### config.mk
export PLATFORM = sky130hd
export DESIGN_NAME = rpm_perf_monitor
export DESIGN_NICKNAME = d
export VERILOG_FILES = /design/src/rtl/rpm_pkg.sv /design/src/rtl/rpm_counter.sv /design/src/rtl/rpm_perf_monitor.sv
export SDC_FILE = /design/constraint.sdc
export NUM_CORES = 1
export LEC_CHECK = 0
export BUFFER_PORTS_ARGS = -buffer_cell sky130_fd_sc_hd__buf_2
export CORE_AREA = 2 2 99 101
export CTS_CLUSTER_DIAMETER = 30
export DETAILED_ROUTE_END_ITERATION = 8
export DIE_AREA = 0 0 101 103
export GPL_ROUTABILITY_DRIVEN = 1
export PLACE_DENSITY = 0.75
export SLEW_MARGIN = 10
export SYNTH_ARGS = -nofsm -noshare
export SYNTH_HDL_FRONTEND = slang
export SYNTH_SLANG_ARGS = --single-unit
### constraint.sdc
create_clock -name mclk -period 4.3 [get_ports mclk]
set_clock_uncertainty 0.15 [all_clocks]
set_input_delay 0.86 -clock mclk [delete_from_list [all_inputs] [get_ports mclk]]
set_output_delay 0.86 -clock mclk [all_outputs]
set_load 0.005 [all_outputs]
### src/rtl/rpm_pkg.sv
// constants shared by the receive performance monitor counter bank
package rpm_pkg;

  // ----------------------------------------------------------------
  // register indices (byte address is four times the index)
  // ----------------------------------------------------------------
  localparam logic [11:0] LINE_VIOLATION_COUNT_HIGH_IDX = 12'h900;
  localparam logic [11:0] LINE_VIOLATION_COUNT_LOW_IDX = 12'h901;
  localparam logic [11:0] FRAME_ALIGN_ERROR_COUNT_HIGH_IDX = 12'h902;
  localparam logic [11:0] FRAME_ALIGN_ERROR_COUNT_LOW_IDX = 12'h903;
  localparam logic [11:0] IRQ_STATUS_IDX = 12'h904;
  localparam logic [11:0] IRQ_MASK_IDX = 12'h905;

  // ----------------------------------------------------------------
  // widths and counter layout
  // ----------------------------------------------------------------
  localparam int COUNT_W = 16;
  localparam int BYTE_W = 8;
  localparam int NUM_COUNTERS = 2;
  localparam int CNT_LINE_VIOLATION = 0;
  localparam int CNT_FRAME_ALIGN = 1;
  localparam int MIN_ADDR_W = 14;

  // ----------------------------------------------------------------
  // interrupt status and mask bit positions
  // ----------------------------------------------------------------
  localparam int NUM_IRQ = 4;
  localparam int IRQ_LINE_VIOLATION_EVENT = 0;
  localparam int IRQ_FRAME_ALIGN_EVENT = 1;
  localparam int IRQ_LINE_VIOLATION_SAT = 2;
  localparam int IRQ_FRAME_ALIGN_SAT = 3;

  // ----------------------------------------------------------------
  // reset values
  // ----------------------------------------------------------------
  localparam logic [15:0] COUNT_RESET = 16'h0000;
  localparam logic [7:0] BYTE_RESET = 8'h00;
  localparam logic [3:0] IRQ_STATUS_RESET = 4'h0;
  localparam logic [3:0] IRQ_MASK_RESET = 4'h0;

  // ----------------------------------------------------------------
  // bus responses
  // ----------------------------------------------------------------
  localparam logic [1:0] RESP_OKAY = 2'h0;
  localparam logic [1:0] RESP_SLVERR = 2'h2;

endpackage

### src/rtl/rpm_counter.sv
// one saturating clear-on-read event counter with high-then-low byte snapshot
`timescale 1ns/100ps
`default_nettype none

module rpm_counter #(
  parameter int WIDTH = 16
) (
  input wire logic mclk,
  input wire logic resetn,
  input wire logic event_pulse,
  input wire logic rd_high,
  input wire logic rd_low,
  output logic [WIDTH-1:0] count,
  output logic [7:0] snap_low,
  output logic snap_valid,
  output logic sat_hit
);

  // ----------------------------------------------------------------
  // parameter check
  // ----------------------------------------------------------------
  generate
    if (WIDTH != 2 * rpm_pkg::BYTE_W) begin : g_bad_width
      $error("rpm_counter serves exactly two bytes");
    end
  endgenerate

  localparam logic [WIDTH-1:0] ALL_ONES = {WIDTH{1'b1}};
  localparam logic [WIDTH-1:0] ONE = {{(WIDTH-1){1'b0}}, 1'b1};

  logic [WIDTH-1:0] next_count;
  logic [7:0] next_snap_low;
  logic next_snap_valid;
  logic [WIDTH-1:0] fresh;

  // an event lost at saturation is flagged so software can tell the count is a floor
  assign sat_hit = event_pulse && (count == ALL_ONES);

  // next value of the count and the low-byte snapshot
  always_comb begin
    fresh = event_pulse ? ONE : rpm_pkg::COUNT_RESET; // the event in the read cycle survives
    next_count = count;
    next_snap_low = snap_low;
    next_snap_valid = snap_valid;
    if (event_pulse && (count != ALL_ONES)) begin
      next_count = count + ONE;
    end
    if (rd_high) begin
      // the whole value moves out here, so events after this read start the next interval
      next_snap_low = count[7:0];
      next_snap_valid = 1'b1;
      next_count = fresh;
    end else if (rd_low) begin
      next_snap_valid = 1'b0;
      if (!snap_valid) begin
        next_count = fresh;
      end
    end
  end

  // register the counter state
  always_ff @(posedge mclk) begin
    if (!resetn) begin
      count <= rpm_pkg::COUNT_RESET;
      snap_low <= rpm_pkg::BYTE_RESET;
      snap_valid <= 1'b0;
    end else begin
      count <= next_count;
      snap_low <= next_snap_low;
      snap_valid <= next_snap_valid;
    end
  end

endmodule

`default_nettype wire

### src/rtl/rpm_perf_monitor.sv
// receive performance monitor counter bank with an AXI4-Lite register slave
//
// How it works
// line code violations are counted in sixteen bits since the last read.
// the low byte of the line violation count reads at index 0x901.
// reading a counter register clears the counter so later reads see new events.
// framing alignment errors counted in sixteen bits; high byte reads at index 0x902.
// the low byte of the framing alignment count reads at index 0x903.
// software reads the high byte before the low byte for a coherent value.
// reading high then low byte gives one coherent value; the counter clears at the high read, before the low read.
// the line violation high byte reads at index 0x900 and also clears on read.
// counters step by one, stick at all ones, and high read snapshots the low byte.
`timescale 1ns/100ps
`default_nettype none

module rpm_perf_monitor #(
  parameter int ADDR_W = 14
) (
  input wire logic mclk,
  input wire logic resetn,
  input wire logic line_violation_pulse,
  input wire logic frame_align_error_pulse,
  input wire logic [ADDR_W-1:0] s_axi_awaddr,
  input wire logic s_axi_awvalid,
  output logic s_axi_awready,
  input wire logic [31:0] s_axi_wdata,
  input wire logic [3:0] s_axi_wstrb,
  input wire logic s_axi_wvalid,
  output logic s_axi_wready,
  output logic [1:0] s_axi_bresp,
  output logic s_axi_bvalid,
  input wire logic s_axi_bready,
  input wire logic [ADDR_W-1:0] s_axi_araddr,
  input wire logic s_axi_arvalid,
  output logic s_axi_arready,
  output logic [31:0] s_axi_rdata,
  output logic [1:0] s_axi_rresp,
  output logic s_axi_rvalid,
  input wire logic s_axi_rready,
  output logic irq
);

  // ----------------------------------------------------------------
  // parameter check
  // ----------------------------------------------------------------
  generate
    if (ADDR_W < rpm_pkg::MIN_ADDR_W) begin : g_bad_addr
      $error("rpm_perf_monitor needs at least 14 address bits");
    end
  endgenerate

  // the register index is the byte address without its two lane bits
  localparam int IDX_W = ADDR_W - 2;
  localparam int NC = rpm_pkg::NUM_COUNTERS;
  localparam int NI = rpm_pkg::NUM_IRQ;

  // ----------------------------------------------------------------
  // counters
  // ----------------------------------------------------------------
  // per-counter strobes and state, one entry per event source
  logic [NC-1:0] ev_in;
  logic [NC-1:0] rd_high;
  logic [NC-1:0] rd_low;
  logic [NC-1:0] sat_hit;
  logic [NC-1:0] snap_valid;
  logic [rpm_pkg::COUNT_W-1:0] count [NC];
  logic [7:0] snap_low [NC];

  // event strobes come from framer logic on mclk, so no synchroniser is needed
  assign ev_in[rpm_pkg::CNT_LINE_VIOLATION] = line_violation_pulse;
  assign ev_in[rpm_pkg::CNT_FRAME_ALIGN] = frame_align_error_pulse;

  // one counter per event source; all share the same clear-on-read behaviour
  generate
    for (genvar i = 0; i < NC; i++) begin : g_cnt
      rpm_counter #(
        .WIDTH(rpm_pkg::COUNT_W)
      ) u_cnt (
        .mclk(mclk),
        .resetn(resetn),
        .event_pulse(ev_in[i]),
        .rd_high(rd_high[i]),
        .rd_low(rd_low[i]),
        .count(count[i]),
        .snap_low(snap_low[i]),
        .snap_valid(snap_valid[i]),
        .sat_hit(sat_hit[i])
      );
    end
  endgenerate

  // ----------------------------------------------------------------
  // address decode helpers
  // ----------------------------------------------------------------
  // compare the word index of a byte address; the two lane bits never matter
  function automatic logic is_idx(input logic [ADDR_W-1:0] addr, input logic [11:0] idx);
    is_idx = (addr[ADDR_W-1:2] == IDX_W'(idx));
  endfunction

  // ----------------------------------------------------------------
  // write channel, interrupt status and mask
  // ----------------------------------------------------------------
  // held request halves and software-visible interrupt state
  logic aw_held;
  logic w_held;
  logic [ADDR_W-1:0] awaddr_q;
  logic [7:0] wbyte_q;
  logic wlane_q;
  logic [NI-1:0] irq_status;
  logic [NI-1:0] irq_mask;

  // next values, registered below
  logic next_aw_held;
  logic next_w_held;
  logic [ADDR_W-1:0] next_awaddr_q;
  logic [7:0] next_wbyte_q;
  logic next_wlane_q;
  logic [NI-1:0] next_irq_status;
  logic [NI-1:0] next_irq_mask;
  logic next_awready;
  logic next_wready;
  logic next_bvalid;
  logic [1:0] next_bresp;
  logic next_irq;

  // per-cycle set and clear vectors for the sticky status bits
  logic [NI-1:0] irq_set;
  logic [NI-1:0] irq_clr;
  logic do_write;

  // address and data are taken independently; the write commits once both are held
  always_comb begin
    // everything holds unless a handshake or the commit below changes it
    next_aw_held = aw_held;
    next_w_held = w_held;
    next_awaddr_q = awaddr_q;
    next_wbyte_q = wbyte_q;
    next_wlane_q = wlane_q;
    next_irq_mask = irq_mask;
    next_bvalid = s_axi_bvalid;
    next_bresp = s_axi_bresp;
    irq_clr = '0;
    irq_set = '0;
    do_write = aw_held && w_held && !s_axi_bvalid;

    // take the address; it waits in awaddr_q until the data is also held
    if (s_axi_awvalid && s_axi_awready) begin
      next_aw_held = 1'b1;
      next_awaddr_q = s_axi_awaddr;
    end
    // take the data; only the low byte lane carries register bits
    if (s_axi_wvalid && s_axi_wready) begin
      next_w_held = 1'b1;
      next_wbyte_q = s_axi_wdata[7:0];
      next_wlane_q = s_axi_wstrb[0];
    end
    // commit: decode the held address and raise the response
    if (do_write) begin
      next_aw_held = 1'b0;
      next_w_held = 1'b0;
      next_bvalid = 1'b1;
      next_bresp = rpm_pkg::RESP_OKAY;
      if (is_idx(awaddr_q, rpm_pkg::IRQ_STATUS_IDX)) begin
        if (wlane_q) begin
          irq_clr = wbyte_q[NI-1:0];
        end
      end else if (is_idx(awaddr_q, rpm_pkg::IRQ_MASK_IDX)) begin
        if (wlane_q) begin
          next_irq_mask = wbyte_q[NI-1:0];
        end
      end else if (is_idx(awaddr_q, rpm_pkg::LINE_VIOLATION_COUNT_HIGH_IDX) ||
                   is_idx(awaddr_q, rpm_pkg::LINE_VIOLATION_COUNT_LOW_IDX) ||
                   is_idx(awaddr_q, rpm_pkg::FRAME_ALIGN_ERROR_COUNT_HIGH_IDX) ||
                   is_idx(awaddr_q, rpm_pkg::FRAME_ALIGN_ERROR_COUNT_LOW_IDX)) begin
        next_bresp = rpm_pkg::RESP_OKAY; // counters are read-only; the write is dropped
      end else begin
        next_bresp = rpm_pkg::RESP_SLVERR;
      end
    end
    // response taken: the write path is free again next cycle
    if (s_axi_bvalid && s_axi_bready) begin
      next_bvalid = 1'b0;
    end
    // event sticky bits: set wins over a write-one clear in the same cycle
    irq_set[rpm_pkg::IRQ_LINE_VIOLATION_EVENT] = ev_in[rpm_pkg::CNT_LINE_VIOLATION];
    irq_set[rpm_pkg::IRQ_FRAME_ALIGN_EVENT] = ev_in[rpm_pkg::CNT_FRAME_ALIGN];
    irq_set[rpm_pkg::IRQ_LINE_VIOLATION_SAT] = sat_hit[rpm_pkg::CNT_LINE_VIOLATION];
    irq_set[rpm_pkg::IRQ_FRAME_ALIGN_SAT] = sat_hit[rpm_pkg::CNT_FRAME_ALIGN];
    next_irq_status = (irq_status & ~irq_clr) | irq_set;
    // irq is built from next values so it moves in the same cycle as status and mask
    next_irq = |(next_irq_status & next_irq_mask);
    // readies drop while a word is held or a response waits, so one write at a time
    next_awready = !next_aw_held && !next_bvalid;
    next_wready = !next_w_held && !next_bvalid;
  end

  // register the write side
  always_ff @(posedge mclk) begin
    if (!resetn) begin
      aw_held <= 1'b0;
      w_held <= 1'b0;
      awaddr_q <= '0;
      wbyte_q <= rpm_pkg::BYTE_RESET;
      wlane_q <= 1'b0;
      irq_status <= rpm_pkg::IRQ_STATUS_RESET;
      irq_mask <= rpm_pkg::IRQ_MASK_RESET;
      s_axi_awready <= 1'b0;
      s_axi_wready <= 1'b0;
      s_axi_bvalid <= 1'b0;
      s_axi_bresp <= rpm_pkg::RESP_OKAY;
      irq <= 1'b0;
    end else begin
      aw_held <= next_aw_held;
      w_held <= next_w_held;
      awaddr_q <= next_awaddr_q;
      wbyte_q <= next_wbyte_q;
      wlane_q <= next_wlane_q;
      irq_status <= next_irq_status;
      irq_mask <= next_irq_mask;
      s_axi_awready <= next_awready;
      s_axi_wready <= next_wready;
      s_axi_bvalid <= next_bvalid;
      s_axi_bresp <= next_bresp;
      irq <= next_irq;
    end
  end

  // ----------------------------------------------------------------
  // read channel and clear-on-read strobes
  // ----------------------------------------------------------------
  // read-side next values and decode helpers
  logic next_arready;
  logic next_rvalid;
  logic [31:0] next_rdata;
  logic [1:0] next_rresp;
  logic ar_take;
  logic [7:0] rbyte;

  // the read side effect fires in the cycle the address is taken, exactly once per read
  always_comb begin
    // defaults keep a standing answer unchanged until the master takes it
    ar_take = s_axi_arvalid && s_axi_arready;
    rd_high = '0;
    rd_low = '0;
    rbyte = rpm_pkg::BYTE_RESET;
    next_rvalid = s_axi_rvalid;
    next_rdata = s_axi_rdata;
    next_rresp = s_axi_rresp;

    // decode and launch the answer, and the clear side effect, in the take cycle
    if (ar_take) begin
      next_rvalid = 1'b1;
      next_rresp = rpm_pkg::RESP_OKAY;
      if (is_idx(s_axi_araddr, rpm_pkg::LINE_VIOLATION_COUNT_HIGH_IDX)) begin
        // the high read hands the low byte to the snapshot and restarts the count
        rbyte = count[rpm_pkg::CNT_LINE_VIOLATION][15:8];
        rd_high[rpm_pkg::CNT_LINE_VIOLATION] = 1'b1;
      end else if (is_idx(s_axi_araddr, rpm_pkg::LINE_VIOLATION_COUNT_LOW_IDX)) begin
        // a lone low read clears the whole count, so software that skips the high
        // read loses the upper byte
        rbyte = snap_valid[rpm_pkg::CNT_LINE_VIOLATION] ?
                snap_low[rpm_pkg::CNT_LINE_VIOLATION] :
                count[rpm_pkg::CNT_LINE_VIOLATION][7:0];
        rd_low[rpm_pkg::CNT_LINE_VIOLATION] = 1'b1;
      end else if (is_idx(s_axi_araddr, rpm_pkg::FRAME_ALIGN_ERROR_COUNT_HIGH_IDX)) begin
        rbyte = count[rpm_pkg::CNT_FRAME_ALIGN][15:8];
        rd_high[rpm_pkg::CNT_FRAME_ALIGN] = 1'b1;
      end else if (is_idx(s_axi_araddr, rpm_pkg::FRAME_ALIGN_ERROR_COUNT_LOW_IDX)) begin
        rbyte = snap_valid[rpm_pkg::CNT_FRAME_ALIGN] ?
                snap_low[rpm_pkg::CNT_FRAME_ALIGN] :
                count[rpm_pkg::CNT_FRAME_ALIGN][7:0];
        rd_low[rpm_pkg::CNT_FRAME_ALIGN] = 1'b1;
      end else if (is_idx(s_axi_araddr, rpm_pkg::IRQ_STATUS_IDX)) begin
        // status and mask reads have no side effect
        rbyte = {{(8 - NI){1'b0}}, irq_status};
      end else if (is_idx(s_axi_araddr, rpm_pkg::IRQ_MASK_IDX)) begin
        rbyte = {{(8 - NI){1'b0}}, irq_mask};
      end else begin
        next_rresp = rpm_pkg::RESP_SLVERR;
      end
      // upper lanes always read as zero; every register is one byte wide
      next_rdata = {24'h000000, rbyte};
    end else if (s_axi_rvalid && s_axi_rready) begin
      // answer taken: the channel frees up at this edge
      next_rvalid = 1'b0;
    end

    // one read in flight at most, so a second side effect never overtakes the first
    next_arready = !next_rvalid;
  end

  // register the read side
  always_ff @(posedge mclk) begin
    if (!resetn) begin
      s_axi_arready <= 1'b0;
      s_axi_rvalid <= 1'b0;
      s_axi_rdata <= 32'h00000000;
      s_axi_rresp <= rpm_pkg::RESP_OKAY;
    end else begin
      s_axi_arready <= next_arready;
      s_axi_rvalid <= next_rvalid;
      s_axi_rdata <= next_rdata;
      s_axi_rresp <= next_rresp;
    end
  end

endmodule

`default_nettype wire

==> run metrics, run 1 <==
count of cell types in the netlist=58; slowest stage cell on the critical path=sky130_fd_sc_hd__nor4_4; endpoint arrival time on the critical path=2790 ps; global-route wire length before repair=16400 µm; antenna violations before repair=0; proportion of netlist area held by the largest area contributor=40.66%; via count=3805; setup slack of the worst register-to-register path=2050 ps; Resized cells post-CTS=0; clock latency on the worst-skew pair=370 ps; PwrDens=318.5 nW/µm²; Combinational Power Share=7.2%; Routed wire per std cell=14.23 µm; buffer type at the clock tree root=sky130_fd_sc_hd__clkbuf_8; Synthesis Warnings=0; timing startpoint of the critical path=s_axi_araddr[5]; Sw Share=27.52%; weighted congestion at the end of routability-driven global placement=0.8627; TritonCTS clock tree=done; Final Core Density=52.67%; cell types occupying the most area after synthesis=sky130_fd_sc_hd__dfxtp_1 41%, sky130_fd_sc_hd__mux2i_1 7.4%, sky130_fd_sc_hd__nand2_1 6.6%, sky130_fd_sc_hd__nor2_1 5.6%, sky130_fd_sc_hd__a21oi_1 5.0%; Detail Route Antenna Nets=0; Iteration-0 DRC Markers=177; total clock sinks=93; boundary pin count=115; post-synthesis sequential element count=93; Die Width=101 µm; post-synth top area cell=sky130_fd_sc_hd__dfxtp_1; slew margin rel.=31.71%; highest fanout seen on the critical path=14; port bufs=53; crit path kind=in2reg; Leakage=1.878 nW; Tot GR Track Use=19.93%; number of placement rows=36; Std-Cell Core Area=9459 µm²; type of origin of the critical path=primary input; share of layout cells above drive strength 1=14.63%; gate count of the mapped netlist=542; FILL cells=889; kind of end point of the critical path=flop; detailed-placement wirelength estimate=7366 µm; final slew viol count=0; number of setup buffers added after CTS=0; first drt pass iteration count=5; number of global-route vias before repair=3507; post-synthesis sequential area ratio=40.66%; worst-case reg-to-reg path depth=5; VDD IR-drop max=0.1701 mV; required time of the critical path=4370 ps; Synth Cell Area=4579 µm²; area used by sequential logic in the layout=1862 µm²; accumulated negative setup slack=0 ps; outcome=completed; slew at the pin with the worst max-slew slack=1017 ps; met3 routed wirelength=482 µm; count of antenna diodes in the layout=0; nets=658; share of async-settable or async-resettable flops after synthesis=0%; clock network power share=36.4%; remaining routing DRC violations=0; buffers from clock root to sink, at most=2; Final Cycle Share=63.18%; number of enable flip-flop cells after synthesis=0; setup repair after global routing missed its margin=no; grt ovf=0; min-delay worst type=reg2reg; placed instance count=686; power after layout=1.587 mW; Max Used Layer=met4; crit-path cells=buf_2 > nor3_1 > nand4_4 > nor4_4 > mux2i_1 > nor2_1; longest individual stage delay on the worst path=820 ps; total cell area at the placement stage=4781 µm²; Period minus WS final=2717 ps; H-tree levels=3; clock transition at the registers of the reported paths=100 ps; FF-to-FF Start=s_axi_arready; starting density of the core=48.41%; number of standard cells in the layout, taps in and fillers out=702; proportion of power drawn by flip-flops and latches=56.4%; detailed-routed wire length on met2=4791 µm; area of combinational cells with multiple inputs=2474 µm²; top_reg_cell synth=sky130_fd_sc_hd__dfxtp_1; final hold viol count=0; number of clock buffers inserted by TritonCTS=9; capture instance of the worst register-to-register path=g_cnt[0].u_cnt.snap_low[7]; die height=103 µm; post-layout instance area=4982 µm²; sw power=0.4367 mW; via count normalized by instance count=5.420; final routed wirelength across all metal layers=9987 µm; Setup Viol. Count Final=0; # hold bufs at CTS=0; maxcap violations=0; Routed met1 length=4578 µm; internal power=1.150 mW; largest net degree at the start of global routing=55; f_max=368.1 MHz; Area growth syn-to-layout=8.798%; die area=10400 µm²; post-synthesis area per instance=8.449 µm²; capturing element of the worst setup path=g_cnt[0].u_cnt.snap_low[7]
-- worst max-delay path, delay by kind of cell --
kind          cells  cell delay, ps
buf+inv           1              90
mux               1             280
simple gates      4            1540
-- per-layer routing --
metal | track usage (%) | vias up
li1 | - | 1912
met1 | 25.11 | 1769
met2 | 34.31 | 112
met3 | 4.068 | 12
met4 | 6.549 | 0
met5 | 0 | -
-- how the worst min path moves through the flow --
stage | start | slack, ps | cells past startpoint | endpoint
after global placement | g_cnt[1].u_cnt.snap_low[7] | 290 | 2 | g_cnt[1].u_cnt.snap_low[7]
after CTS | g_cnt[1].u_cnt.snap_low[2] | 310 | 2 | g_cnt[1].u_cnt.snap_low[2]
after floorplan | g_cnt[1].u_cnt.snap_low[6] | 280 | 2 | g_cnt[1].u_cnt.snap_low[6]
after global routing | g_cnt[1].u_cnt.snap_low[6] | 330 | 2 | g_cnt[1].u_cnt.snap_low[6]
final | g_cnt[1].u_cnt.snap_low[6] | 310 | 2 | g_cnt[1].u_cnt.snap_low[6]
after detailed placement | g_cnt[1].u_cnt.snap_low[2] | 300 | 2 | g_cnt[1].u_cnt.snap_low[2]
-- layout make-up --
class | count | share of cell area [%]
clock buffers | 9 | 2.486
clock inverters | 7 | 1.557
inverters | 8 | 0.6027
multi-input cells | 417 | 49.65
flip-flops and latches | 93 | 37.37
well taps | 114 | 2.863
repair buffers | 54 | 5.475
-- synth_stat cells, drive strengths merged (2+ instances only) --
library cell  instances
and4                  4
and2                  4
o21a                  2
nor3                  7
ha                    2
nand4                13
nor2b                 5
o21ai                 9
mux2i                34
nor4                  7
a211oi                5
or3                   5
nand3                19
xnor2                 8
a31oi                 5
and3                  7
nand2                80
a21oi                46
clkbuf               12
nand3b                2
a221oi                4
nor2                 69
o22ai                 3
a22oi                 5
xor2                 19
a21boi                2
o211ai                4
buf                  37
dfxtp                93
nand2b                8
inv                   8
-- cells in the final DEF, fill, tap and decap left out, types with 7 or more instances in the layout --
cell type                  netlist  final
sky130_fd_sc_hd__nand4_1        10     10
sky130_fd_sc_hd__mux2i_1        34     34
sky130_fd_sc_hd__clkbuf_8        0      9
sky130_fd_sc_hd__conb_1          1     26
sky130_fd_sc_hd__nand2_1        80     80
sky130_fd_sc_hd__nor2_1         68     68
sky130_fd_sc_hd__nand2b_1        8      8
sky130_fd_sc_hd__nand3_1        18     18
sky130_fd_sc_hd__xor2_1         19     19
sky130_fd_sc_hd__a21oi_1        46     46
sky130_fd_sc_hd__o21ai_0         9      9
sky130_fd_sc_hd__and3_1          7      7
sky130_fd_sc_hd__inv_1           7      7
sky130_fd_sc_hd__buf_2           8     53
sky130_fd_sc_hd__dfxtp_1        93     93
sky130_fd_sc_hd__xnor2_1         8      8
-- per-stage QoR --
step	hold slack, ps	setup slack (ps)
final	312.1	1583
after global routing	334.6	1406
after CTS	311.0	1613
after detailed placement	297.4	1212
after global placement	287.5	1271
after floorplan	281.5	1910
-- cell families (layout without fill, tap and decap cells) --
family | count (synthesis) | in the layout | synth area share, %
AOI/OAI and AO/OA | 93 | 93 | 12.62
xor gates and xnor gates | 27 | 27 | 5.164
adders and majority gates | 2 | 2 | 0.5464
buffers and inverters | 57 | 78 | 7.377
DFF | 93 | 93 | 40.66
muxes | 34 | 34 | 7.432
other | 1 | 26 | 0.08189
and+or+nand+nor | 235 | 235 | 26.12
-- power groups by stage --
stage	Combinational [mW]	Sequential (mW)	Clock, mW
floorplan	0.0917	0.911	0
finish	0.115	0.895	0.577
detailed placement	0.114	0.915	0
global placement	0.112	0.914	0
CTS	0.115	0.895	0.597
global route	0.131	0.898	0.636
-- registers in the layout, indices dropped and copies added (netlist names), 2 cells and up --
register                cells
irq_status                  4
wbyte_q                     4
g_cnt.u_cnt.snap_valid      2
irq_mask                    4
g_cnt.u_cnt.snap_low       16
awaddr_q                   12
g_cnt.u_cnt.count          32
s_axi_rdata                 8
Power figures use the tool's default switching activity.
==> run 2: changes to the inputs <==
Settings changed: CORE_AREA 2 2 99 101 to 2 2 101 103, DIE_AREA 0 0 101 103 to 0 0 103 105.
Clock period 4.3 ns to 2.3 ns, I/O delays scaled along.
==> run 2 against run 1 <==
  * Register-to-register slack worse by 1800 ps
  * Largest power group unchanged
  * Highest routed layer unchanged
  * Sequential share of layout area down 1.1 points
  * Via count up 1.5%
  * Sequential power up 87%
  * Flip-flop and latch count unchanged
  * Global-route usage down 0.55 points
  * Worst setup slack worse by 1300 ps
  * Combinational power up 110%
  * Worst hold slack worse by 130 ps
  * Final area up 3.1%
==> run metrics, run 2 (same netlist as run 1, synthesis figures left out) <==
outcome=completed (unchanged); weighted congestion at the end of routability-driven global placement=0.8222 (was 0.8627); die area=10820 µm² (was 10400 µm²); longest individual stage delay on the worst path=430 ps (was 820 ps); Setup Viol. Count Final=0 (unchanged); slowest stage cell on the critical path=sky130_fd_sc_hd__nor4_1 (was sky130_fd_sc_hd__nor4_4); Final Core Density=53.30% (was 52.67%); port bufs=53 (unchanged); Placement Setup Slack=66.71 ps (was 1212 ps); Final Cycle Share=89.52%; TritonCTS clock tree=done (unchanged); die height=105 µm (was 103 µm); final slew viol count=0 (unchanged); antenna violations before repair=0 (unchanged); starting density of the core=47.51% (was 48.41%); PwrDens=561.1 nW/µm² (was 318.5 nW/µm²); remaining routing DRC violations=0 (unchanged); share of layout cells above drive strength 1=16.25% (was 14.63%); type of origin of the critical path=flop (was primary input); final hold viol count=0 (unchanged); H-tree levels=3 (unchanged); Resized cells post-CTS=0 (unchanged); Detail Route Antenna Nets=0 (unchanged); total clock sinks=93 (unchanged); most common library cell in the layout ignoring fill and taps=sky130_fd_sc_hd__dfxtp_1 (unchanged); Iteration-0 DRC Markers=152 (was 177); highest fanout seen on the critical path=6 (was 14); maxcap violations=0 (unchanged); PnR worst setup slack=241.0 ps (was 1583 ps); crit-path cells=ha_1 > nand2_1 > nor4_1 > nand3_1 > a21oi_1 > o211ai_1 > nand4_1 (was buf_2 > nor3_1 > nand4_4 > nor4_4 > mux2i_1 > nor2_1); clock latency on the worst-skew pair=360 ps (was 370 ps); f_max=485.7 MHz; Die Width=103 µm (was 101 µm); largest net degree at the start of global routing=31 (was 55); number of clock buffers inserted by TritonCTS=9 (unchanged); boundary pin count=115 (unchanged); required time of the critical path=2450 ps (was 4370 ps); number of setup buffers added after CTS=0 (unchanged); slew margin rel.=63.95% (was 31.71%); Area growth syn-to-layout=12.19% (was 8.798%); number of standard cells in the layout, taps in and fillers out=736 (was 702); setup repair after global routing missed its margin=no (unchanged); buffers from clock root to sink, at most=2 (unchanged); # hold bufs at CTS=0 (unchanged); final routed wirelength across all metal layers=9790 µm (was 9987 µm); Tot GR Track Use=19.38% (was 19.93%); via count=3861 (was 3805); Routed met1 length=4457 µm (was 4578 µm); register with the highest flop count=g_cnt.u_cnt.count (unchanged); Period minus WS final=2059 ps; crit path buf inv count=0 (was 1); clock transition at the registers of the reported paths=90 ps (was 100 ps); Routed wire per std cell=13.30 µm (was 14.23 µm); kind of end point of the critical path=flop (unchanged); detailed-placement wirelength estimate=7355 µm (was 7366 µm); largest registers=g_cnt.u_cnt.count (32), g_cnt.u_cnt.snap_low (16), awaddr_q (12) (unchanged); count of antenna diodes in the layout=0 (unchanged); leading cell types in the layout, fill and taps excluded=93 x sky130_fd_sc_hd__dfxtp_1, 80 x sky130_fd_sc_hd__nand2_1, 68 x sky130_fd_sc_hd__nor2_1 (unchanged); placed instance count=720 (was 686); Max Used Layer=met4 (unchanged); grt ovf=0 (unchanged); number of global-route vias before repair=3616 (was 3507); buffer type at the clock tree root=sky130_fd_sc_hd__clkbuf_8 (unchanged); min-delay worst type=in2reg (was reg2reg); global-route wire length before repair=16820 µm (was 16400 µm); first drt pass iteration count=5 (unchanged); endpoint arrival time on the critical path=2200 ps (was 2790 ps); VDD IR-drop max=0.2460 mV (was 0.1701 mV); Std-Cell Core Area=9639 µm² (was 9459 µm²); crit path kind=reg2reg (was in2reg); number of placement rows=36 (unchanged); via count normalized by instance count=5.246 (was 5.420); nets=673 (was 658); slew at the pin with the worst max-slew slack=540.1 ps (was 1017 ps); Leakage=1.950 nW (was 1.878 nW); detailed-routed wire length on met2=4713 µm (was 4791 µm); accumulated negative setup slack=0 ps (unchanged); minimum hold slack=185.0 ps (was 312.1 ps); met3 routed wirelength=492 µm (was 482 µm); max FFs per register=32 (unchanged); kind of cell adding the most delay to the critical path=simple AND/OR/NAND/NOR gates (unchanged)
## run 2: cell count changes in the layout (fill, tap and decap cells not counted)
cell,delta
sky130_fd_sc_hd__buf_12,+4
sky130_fd_sc_hd__buf_4,+11
sky130_fd_sc_hd__clkbuf_1,+3
sky130_fd_sc_hd__clkbuf_8,+1
sky130_fd_sc_hd__clkinv_8,-2
sky130_fd_sc_hd__clkinvlp_4,+1
sky130_fd_sc_hd__inv_6,-1
sky130_fd_sc_hd__inv_8,-2
## run 2: metrics by stage
stage,instance area (µm²),power (mW)
after detailed placement,4967,1.945
after CTS,5137,2.911
after global placement,4967,1.936
after floorplan,4673,1.874
after global routing,5137,3.019
final,5137,2.883
## run 2: metal layers
metal / vias up / track usage [%]
li1: 1944 / -
met1: 1798 / 25.37
met2: 109 / 31.63
met3: 10 / 3.946
met4: 0 / 6.297
met5: - / 0
## run 2: cell type report
type                            count  area, µm²
Fill cell                         910       4502
Multi-Input combinational cell    417       2474
Sequential cell                    93       1862
Timing Repair Buffer               69      435.4
Tap cell                          133      166.4
Clock buffer                       13      148.9
Inverter                            8      30.03
Clock inverter                      3      21.27
## run 2: tightest hold or removal path: stages
cell,delay (ps)
sky130_fd_sc_hd__buf_2,90
sky130_fd_sc_hd__nand2_1,50
sky130_fd_sc_hd__a21oi_1,50
## run 2: power by group
group	switching (mW)	total, mW	internal (mW)
Combinational	0.139	0.236	0.0970
Sequential	0.0294	1.67	1.64
Clock	0.550	0.974	0.424
Total	0.719	2.88	2.16
## run 2: path summary, 6_finish.rpt
kind / startpoint / endpoint / slack (ps) / depth (start not counted)
max reg2reg: g_cnt[1].u_cnt.count[0] / irq / 240 / 7
max: g_cnt[1].u_cnt.count[0] / irq / 240 / 7
min reg2reg: g_cnt[1].u_cnt.snap_low[1] / g_cnt[1].u_cnt.snap_low[1] / 310 / 2
min: s_axi_awaddr[4] / awaddr_q[4] / 190 / 3
